File: src/tmpc_params.svh
/*
 * Holds the timing, width and encoding constants of the tap motor pulse control block.
 * Assumes a 200 MHz device clock; times are given in milliseconds and the cycles in one millisecond are derived here.
 */
`ifndef TMPC_PARAMS_SVH
`define TMPC_PARAMS_SVH

// Clock rate in kHz, so that a time in ms times this rate gives cycles.
`define TMPC_CLK_KHZ          200000
// Width of every time setting, counted in milliseconds.
`define TMPC_MS_W             16
// Width of the millisecond prescaler.
`define TMPC_PRE_W            18
// Default cycles per millisecond, derived from the clock rate.
`define TMPC_CYC_PER_MS       (`TMPC_CLK_KHZ / 1)
// Width of a tap position.
`define TMPC_POS_W            8
// Length of the trip pulse in milliseconds.
`define TMPC_TRIP_MS          16'h0064
// Pulse type encodings.
`define TMPC_TYPE_CONT        1'b0
`define TMPC_TYPE_TIMED       1'b1
// Direction encodings.
`define TMPC_DIR_STD          1'b0
`define TMPC_DIR_SWAP         1'b1

`endif

File: src/tmpc_pkg.sv
/*
 * Holds the types of the tap motor pulse control block.
 * Assumes tmpc_params.svh is available for constants.
 */
package tmpc_pkg;

    // Switching sequencer states, one-hot.
    typedef enum logic [3:0] {
        TMPC_IDLE  = 4'b0001,
        TMPC_PULSE = 4'b0010,
        TMPC_PAUSE = 4'b0100,
        TMPC_WAIT  = 4'b1000
    } tmpc_state_e;

endpackage

File: src/tmpc_tap_motor_pulse_control.sv
/*
 * Holds the switching pulse sequencer, runtime monitor and trip pulse of the tap motor pulse control.
 * Assumes the regulator and panel logic on clk_i supply requests and settings; motor feedback and
 * tap position come from pins and are synchronised here.
 */
`timescale 1ns/1ps
`include "tmpc_params.svh"

module tmpc_tap_motor_pulse_control #(
    parameter logic [`TMPC_PRE_W-1:0] CYC_PER_MS = `TMPC_CYC_PER_MS,   // Cycles in one millisecond.
    parameter int                     POS_W      = `TMPC_POS_W         // Tap position width.
) (
    // Clock, reset and enable.
    input  wire logic                  clk_i,
    input  wire logic                  rst_i,
    input  wire logic                  ce_i,
    // Settings.
    input  wire logic                  pulse_type_i,
    input  wire logic                  direction_i,
    input  wire logic                  follower_i,
    input  wire logic                  runtime_mon_en_i,
    input  wire logic [`TMPC_MS_W-1:0] pulse_time_ms_i,
    input  wire logic [`TMPC_MS_W-1:0] pulse_pause_ms_i,
    input  wire logic [`TMPC_MS_W-1:0] runtime_limit_ms_i,
    input  wire logic [`TMPC_MS_W-1:0] change_wait_ms_i,
    // Operating mode and requests.
    input  wire logic                  automatic_regulation_mode_i,
    input  wire logic                  manual_operation_mode_i,
    input  wire logic                  auto_raise_req_i,
    input  wire logic                  auto_lower_req_i,
    input  wire logic                  manual_raise_i,
    input  wire logic                  manual_lower_i,
    input  wire logic                  target_reached_i,
    // Motor drive pins.
    input  wire logic                  motor_running_i,
    input  wire logic [POS_W-1:0]      tap_pos_i,
    // Outputs.
    output logic                       raise_o,
    output logic                       lower_o,
    output logic                       runtime_exceeded_o,
    output logic                       trip_o,
    output logic                       busy_o
);

    // Synchroniser stages for the motor pins.
    logic                  run_s1;               // First stage, read only by run_s2.
    logic                  run_s2;               // Synchronised running feedback.
    logic                  run_d;                // Delayed copy for edge detection.
    logic [POS_W-1:0]      pos_s1;               // First stage of tap position.
    logic [POS_W-1:0]      pos_s2;               // Synchronised tap position.
    logic [POS_W-1:0]      pos_d;                // Delayed tap position.
    logic [2:0]            prime;                // Fills with ones after reset; position compare waits for it.
    // Millisecond tick.
    logic [`TMPC_PRE_W-1:0] pre;                 // Prescaler.
    logic                  ms_tick;              // One-cycle tick each millisecond.
    // Sequencer.
    tmpc_pkg::tmpc_state_e state;                // Current state.
    tmpc_pkg::tmpc_state_e next_state;           // Next state.
    logic [`TMPC_MS_W-1:0] tmr;                  // Pulse and pause timer in ms.
    logic                  dir_up;               // Latched direction: increase voltage.
    logic [`TMPC_MS_W-1:0] run_ms;               // Measured motor runtime in ms.
    logic [`TMPC_MS_W-1:0] trip_ms;              // Remaining trip pulse in ms.
    logic                  wait_run;             // Runtime event already fired in this run.
    // Derived combinational terms.
    logic                  up_req;               // Request to increase voltage.
    logic                  dn_req;               // Request to decrease voltage.
    logic                  run_fall;             // Feedback fell from 1 to 0.
    logic                  run_rise;             // Feedback rose.
    logic                  pos_chg;              // Tap position changed.
    logic                  over_limit;           // Runtime limit reached.
    logic                  pulse_end;            // Pulse must end now.

    // Two-flop synchronisers for the motor-drive pins.
    always_ff @(posedge clk_i or posedge rst_i) begin
        if (rst_i) begin
            run_s1 <= 1'b0;
            run_s2 <= 1'b0;
            pos_s1 <= '0;
            pos_s2 <= '0;
        end else if (ce_i) begin
            run_s1 <= motor_running_i;
            run_s2 <= run_s1;
            pos_s1 <= tap_pos_i;
            pos_s2 <= pos_s1;
        end
    end

    // Delayed copies feed the edge and change detectors.
    // The position pins have no idle level, so the first real sample after reset
    // would look like a tap change; the priming chain hides that one cycle.
    always_ff @(posedge clk_i or posedge rst_i) begin
        if (rst_i) begin
            run_d <= 1'b0;
            pos_d <= '0;
            prime <= '0;
        end else if (ce_i) begin
            run_d <= run_s2;
            pos_d <= pos_s2;
            prime <= {prime[1:0], 1'b1};
        end
    end

    assign run_fall = run_d & ~run_s2;
    assign run_rise = run_s2 & ~run_d;
    assign pos_chg  = prime[2] & (pos_s2 != pos_d);

    // Millisecond prescaler gives every time setting its unit.
    always_ff @(posedge clk_i or posedge rst_i) begin
        if (rst_i) begin
            pre <= '0;
        end else if (ce_i) begin
            if (pre >= CYC_PER_MS - 1'b1) begin
                pre <= '0;
            end else begin
                pre <= pre + 1'b1;
            end
        end
    end

    assign ms_tick = (pre >= CYC_PER_MS - 1'b1);

    // Request selection; manual commands count only in manual mode, auto only in auto mode.
    always_comb begin
        up_req = 1'b0;
        dn_req = 1'b0;
        if (manual_operation_mode_i) begin
            up_req = manual_raise_i & ~manual_lower_i;
            dn_req = manual_lower_i & ~manual_raise_i;
        end else if (automatic_regulation_mode_i) begin
            up_req = auto_raise_req_i & ~auto_lower_req_i;
            dn_req = auto_lower_req_i & ~auto_raise_req_i;
        end
    end

    // Runtime check only counts while monitoring is on.
    assign over_limit = runtime_mon_en_i & (run_ms >= runtime_limit_ms_i);

    // Decide when an active pulse ends, per pulse type and mode.
    always_comb begin
        pulse_end = 1'b0;
        if (pulse_type_i == `TMPC_TYPE_TIMED) begin
            // Timed pulse runs its time, cut short by feedback or position change.
            pulse_end = (tmr >= pulse_time_ms_i) | run_rise | pos_chg;
        end else if (follower_i) begin
            pulse_end = over_limit | run_fall | target_reached_i;
        end else if (manual_operation_mode_i) begin
            pulse_end = dir_up ? ~manual_raise_i : ~manual_lower_i;
        end else begin
            // Auto mode: requests drop once the value is back inside the band.
            pulse_end = dir_up ? ~auto_raise_req_i : ~auto_lower_req_i;
        end
    end

    // Sequencer next state.
    always_comb begin
        next_state = state;
        unique case (state)
            tmpc_pkg::TMPC_IDLE: begin
                // Requests arriving during the pause stay pending until here.
                if (up_req | dn_req) begin
                    next_state = tmpc_pkg::TMPC_PULSE;
                end
            end
            tmpc_pkg::TMPC_PULSE: begin
                if (pulse_end) begin
                    next_state = tmpc_pkg::TMPC_PAUSE;
                end
            end
            tmpc_pkg::TMPC_PAUSE: begin
                if (tmr >= pulse_pause_ms_i) begin
                    next_state = tmpc_pkg::TMPC_WAIT;
                end
            end
            tmpc_pkg::TMPC_WAIT: begin
                // Inter-change wait counts after the motor has stopped.
                if (~run_s2 & (tmr >= change_wait_ms_i)) begin
                    next_state = tmpc_pkg::TMPC_IDLE;
                end
            end
        endcase
    end

    // State register.
    always_ff @(posedge clk_i or posedge rst_i) begin
        if (rst_i) begin
            state <= tmpc_pkg::TMPC_IDLE;
        end else if (ce_i) begin
            state <= next_state;
        end
    end

    // Timer restarts at each state change and counts milliseconds.
    always_ff @(posedge clk_i or posedge rst_i) begin
        if (rst_i) begin
            tmr <= '0;
        end else if (ce_i) begin
            if (next_state != state) begin
                tmr <= '0;
            end else if (state == tmpc_pkg::TMPC_WAIT && run_s2) begin
                tmr <= '0;
            end else if (ms_tick && tmr != '1) begin
                tmr <= tmr + 1'b1;
            end
        end
    end

    // Direction is latched when a pulse starts.
    always_ff @(posedge clk_i or posedge rst_i) begin
        if (rst_i) begin
            dir_up <= 1'b0;
        end else if (ce_i) begin
            if (state == tmpc_pkg::TMPC_IDLE && (up_req | dn_req)) begin
                dir_up <= up_req;
            end
        end
    end

    // Output drive; only one output can be high since each branch sets at most one output and clears the other.
    always_ff @(posedge clk_i or posedge rst_i) begin
        if (rst_i) begin
            raise_o <= 1'b0;
            lower_o <= 1'b0;
        end else if (ce_i) begin
            if (next_state == tmpc_pkg::TMPC_PULSE) begin
                // Swapped direction exchanges the roles of the outputs.
                if ((state == tmpc_pkg::TMPC_IDLE ? up_req : dir_up) ^ (direction_i == `TMPC_DIR_SWAP)) begin
                    raise_o <= 1'b1;
                    lower_o <= 1'b0;
                end else begin
                    raise_o <= 1'b0;
                    lower_o <= 1'b1;
                end
            end else begin
                raise_o <= 1'b0;
                lower_o <= 1'b0;
            end
        end
    end

    // Motor runtime measurement while feedback is held, which the drive keeps for the whole change.
    always_ff @(posedge clk_i or posedge rst_i) begin
        if (rst_i) begin
            run_ms <= '0;
        end else if (ce_i) begin
            if (~run_s2) begin
                run_ms <= '0;
            end else if (ms_tick && run_ms != '1) begin
                run_ms <= run_ms + 1'b1;
            end
        end
    end

    // Runtime-exceeded event fires once per run when the limit is passed.
    always_ff @(posedge clk_i or posedge rst_i) begin
        if (rst_i) begin
            runtime_exceeded_o <= 1'b0;
            wait_run           <= 1'b0;
        end else if (ce_i) begin
            runtime_exceeded_o <= 1'b0;
            if (~run_s2) begin
                wait_run <= 1'b0;
            end else if (over_limit && ~wait_run) begin
                runtime_exceeded_o <= 1'b1;
                wait_run           <= 1'b1;
            end
        end
    end

    // Protective switch trip pulse of fixed length after an event.
    always_ff @(posedge clk_i or posedge rst_i) begin
        if (rst_i) begin
            trip_ms <= '0;
        end else if (ce_i) begin
            if (runtime_exceeded_o) begin
                trip_ms <= `TMPC_TRIP_MS;
            end else if (ms_tick && trip_ms != '0) begin
                trip_ms <= trip_ms - 1'b1;
            end
        end
    end

    // Trip output registered from the runtime event and the remaining count.
    always_ff @(posedge clk_i or posedge rst_i) begin
        if (rst_i) begin
            trip_o <= 1'b0;
        end else if (ce_i) begin
            trip_o <= runtime_exceeded_o | (trip_ms != '0);
        end
    end

    // Busy shows the sequencer is not ready for a new pulse.
    assign busy_o = (state != tmpc_pkg::TMPC_IDLE);

endmodule // tmpc_tap_motor_pulse_control

File: config.mk
export PLATFORM = sky130hd
export DESIGN_NAME = tmpc_tap_motor_pulse_control
export DESIGN_NICKNAME = d
export VERILOG_FILES = /design/src/tmpc_pkg.sv /design/src/tmpc_tap_motor_pulse_control.sv
export VERILOG_INCLUDE_DIRS = /design/src
export SDC_FILE = /design/constraint.sdc
export NUM_CORES = 1
export LEC_CHECK = 0
export BUFFER_PORTS_ARGS = -buffer_cell sky130_fd_sc_hd__buf_2
export CAP_MARGIN = 20
export CORE_AREA = 3 3 137 139
export CTS_CLUSTER_DIAMETER = 120
export DETAILED_ROUTE_END_ITERATION = 12
export DIE_AREA = 0 0 140 142
export PLACE_DENSITY = 0.65
export SYNTH_ARGS = -nofsm -noshare
export SYNTH_HDL_FRONTEND = slang
export SYNTH_SLANG_ARGS = --single-unit
File: constraint.sdc
create_clock -name clk_i -period 4.75 [get_ports clk_i]
set_input_delay 0.95 -clock clk_i [delete_from_list [all_inputs] [get_ports clk_i]]
set_output_delay 0.95 -clock clk_i [all_outputs]
set_load 0.1 [all_outputs]
==> flow_summary.json <==
{
  "status": "complete, no violations",
  "tns_ps": 0,
  "layout.nets": 995,
  "die_w_um": 140,
  "place.gp.congestion": 0.825,
  "syn2layout_area_growth_pct": 15.2,
  "drtPass1Iterations": 4,
  "fin_skew_ps": 9.41,
  "overflow": 0,
  "grt_pass1_vias": 5108,
  "dp_cells": 1058,
  "synth_edf_count": 0,
  "worstHoldPathType": "reg -> reg",
  "crit_family": "compound AO/OA/AOI/OAI gates",
  "antenna_found_initial": 0,
  "hpwlAfterDp_mm": 11.4,
  "drc": 0,
  "setup_viol": 0,
  "cts-resized-gates": 0,
  "synth_compound_area_share_pct": 14.3,
  "drt-initial-drc-count": 307,
  "grt_max_degree": 57,
  "power_density_mw_per_mm2": 325,
  "drive_above_1_share_pct": 20.6,
  "cp_num_buf_inv": 2,
  "nFillCells": 1752,
  "holdPathStages": 1,
  "cp_max_fo": 16,
  "peakVddDrop_mv": 0.243,
  "hp-start": "prime[0]",
  "clk_root_buffer_cell": "clkbuf_16",
  "worst_pin_slew_ps": 1030,
  "drv_slew": 0,
  "period_needed_ps": 3500,
  "syn_area_sq_mm": 0.00699,
  "start_util_pct": 39.3,
  "synth_top_area_cell": "dfrtp_1",
  "htree_levels": 3,
  "rr_worst_depth": 9,
  "viasPerCell": 5.21,
  "hold_viol": 0,
  "synth.most_common_cell": "dfrtp_1",
  "cts_hold_buf": 0,
  "insertion_delay_ps": 360,
  "yosysTopAreaCellShare_pct": 37.6,
  "die_area_sq_mm": 0.0199,
  "layoutNonFillerInstCount": 1074,
  "vias": 5596,
  "diodes": 0,
  "synthMuxAreaShare_pct": 5.78,
  "ys_top_cells_by_area": "dfrtp_1 38%, ha_1 12%, mux2_2 5.3%",
  "ant_nets": 0,
  "cts_tree": "done",
  "cpPeakStageDelay_ps": 580,
  "clock_path_buffers": 2,
  "synth_top_family_by_area": "simple AND/OR/NAND/NOR gates",
  "cp-end-kind": "flop",
  "holdPathEnd": "prime[0]",
  "worst_slew_margin_rel_pct": 31.0,
  "synthSimpleGateAreaFrac_pct": 18.4,
  "row_count": 49,
  "synthXorXnorAreaFrac_pct": 6.02,
  "fmaxAchievable_mhz": 286,
  "rsz0062_at_grt": "false",
  "design.core.area_sq_mm": 0.0178,
  "multi_input_area_sq_mm": 0.00397,
  "slowest_stage": "a211oi_1",
  "syn_nets": 904,
  "portBuffers": 91,
  "critPathLaunchType": "input pin",
  "maxCapViolations": 0,
  "arrival_ps": 3800,
  "timing_worst_setup_path_type": "in -> reg",
  "grt_pass1_wl_mm": 25.3,
  "power.leakage_nw": 3.94,
  "ioPinCount": 92,
  "fin_crit_sh_pct": 73.6,
  "die-height_um": 142,
  "yosysSeqAreaShare_pct": 38.0,
  "postCtsSetupBuffers": 0,
  "yosys.area_share.adder_pct": 12.2,
  "grt_use_total_pct": 15.5,
  "synth_flop_cell": "dfrtp_1",
  "totalWireLength_mm": 15.2,
  "synth-seq-cells": 106,
  "clkSlewWorstSetupHoldPaths_ps": 80,
  "cts.sinks": 106,
  "syn-instance-count": 749,
  "synth_warnings": 0,
  "synth_cell_types": 71,
  "timing.rr.end": "tmr[0]",
  "synthTopCellsByCount": "105 x dfrtp_1, 80 x inv_1, 68 x ha_1",
  "required_ps": 5050,
  "rrSetupSlack_ps": 1360,
  "regArea_sq_mm": 0.00265,
  "worstPathCellList": "buf_2 > inv_1 > ha_1 > a21o_1 > a31oi_1 > o21ai_0 > a211oi_1 > a2bb2oi_1 > nand2_1 > o31ai_1 > mux2_2",
  "r2r_start": "tmr[2]",
  "wl_per_cell_um": 14.1,
  "syn_avg_cell_area_sq_um": 9.33,
  "cts_buffers": 9,
  "async_flop_share_pct": 100
}
-- worst max path at each step --
| stage | from | endpoint | slack, ps | cells after the start |
|---|---|---|---|---|
| after detailed placement | pulse_pause_ms_i[2] | tmr[0] | 890 | 11 |
| after global routing | pulse_pause_ms_i[2] | tmr[0] | 1000 | 11 |
| after global placement | runtime_limit_ms_i[15] | tmr[7] | 840 | 11 |
| after CTS | pulse_pause_ms_i[2] | tmr[0] | 1260 | 11 |
| after floorplan | rst_i | dir_up | 1010 | 1 |
| final | pulse_pause_ms_i[2] | tmr[0] | 1250 | 11 |
-- registers in the layout (all words and copies together) (netlist names), 3 cells and up --
signal / flops
pos_s2: 8
trip_ms: 16
pos_s1: 8
pre: 18
prime: 3
pos_d: 8
tmr: 16
state: 4
run_ms: 16
-- where the power goes --
| part | internal (mW) | total (mW) | leakage [nW] | switching [mW] |
|---|---|---|---|---|
| combinational | 0.287 | 0.678 | 2.43 | 0.391 |
| sequential | 1.01 | 1.14 | 1.36 | 0.136 |
| clock | 0.424 | 0.791 | 0.157 | 0.366 |
-- cell families (layout without fill, tap and decap cells) --
| logic type | after synthesis | after routing |
|---|---|---|
| AND/OR/NAND/NOR | 246 | 246 |
| AO/OA/AOI/OAI | 147 | 147 |
| flip-flops | 106 | 106 |
| buffers and inverters | 99 | 195 |
| adder cells (fa/ha/maj) | 68 | 68 |
| XOR/XNOR | 48 | 48 |
| multiplexers | 35 | 35 |
-- area by class of cell --
class | count | share of cell area, %
Multi-Input combinational cell | 544 | 49.3
Sequential cell | 106 | 33.0
Timing Repair Buffer | 98 | 6.36
Tap cell | 229 | 3.56
Inverter | 81 | 3.81
Clock buffer | 9 | 2.80
Clock inverter | 7 | 1.18
-- layout by cell type (no fill, tap or decap), drive strengths merged, types with 8 or more instances in the layout --
cell type / count
a21o: 9
mux2: 33
clkbuf: 9
inv: 84
or4: 8
o21ai: 35
nand3: 22
a211oi: 8
nand2b: 8
xor2: 32
buf: 98
nand2: 55
xnor2: 16
nor4: 13
nor3: 12
or3: 10
a21oi: 35
nor2: 67
nand4: 20
dfrtp: 105
ha: 68
-- metal layers --
metal | track usage [%] | share of wire [%] | vias up
met4 | 3.16 | 0.96 | 0
met5 | 0 | 0 | -
met2 | 25.4 | 47 | 102
met1 | 21.1 | 46 | 2630
met3 | 3.93 | 5.3 | 13
li1 | - | - | 2851
-- through the flow --
stage	setup slack, ps	power (mW)	util (%)	hold WS, ps	cell area [sq um]
6_report	1250	2.61	45.2	468	8050
4_1_cts	1260	2.65	45.2	472	8050
2_1_floorplan	1010	1.64	-	431	6990
3_5_place_dp	886	1.84	43.4	450	7720
3_3_place_gp	843	1.82	43.4	446	7710
5_1_grt	1000	2.79	45.2	475	8050
(Power assumes the default switching activity.)
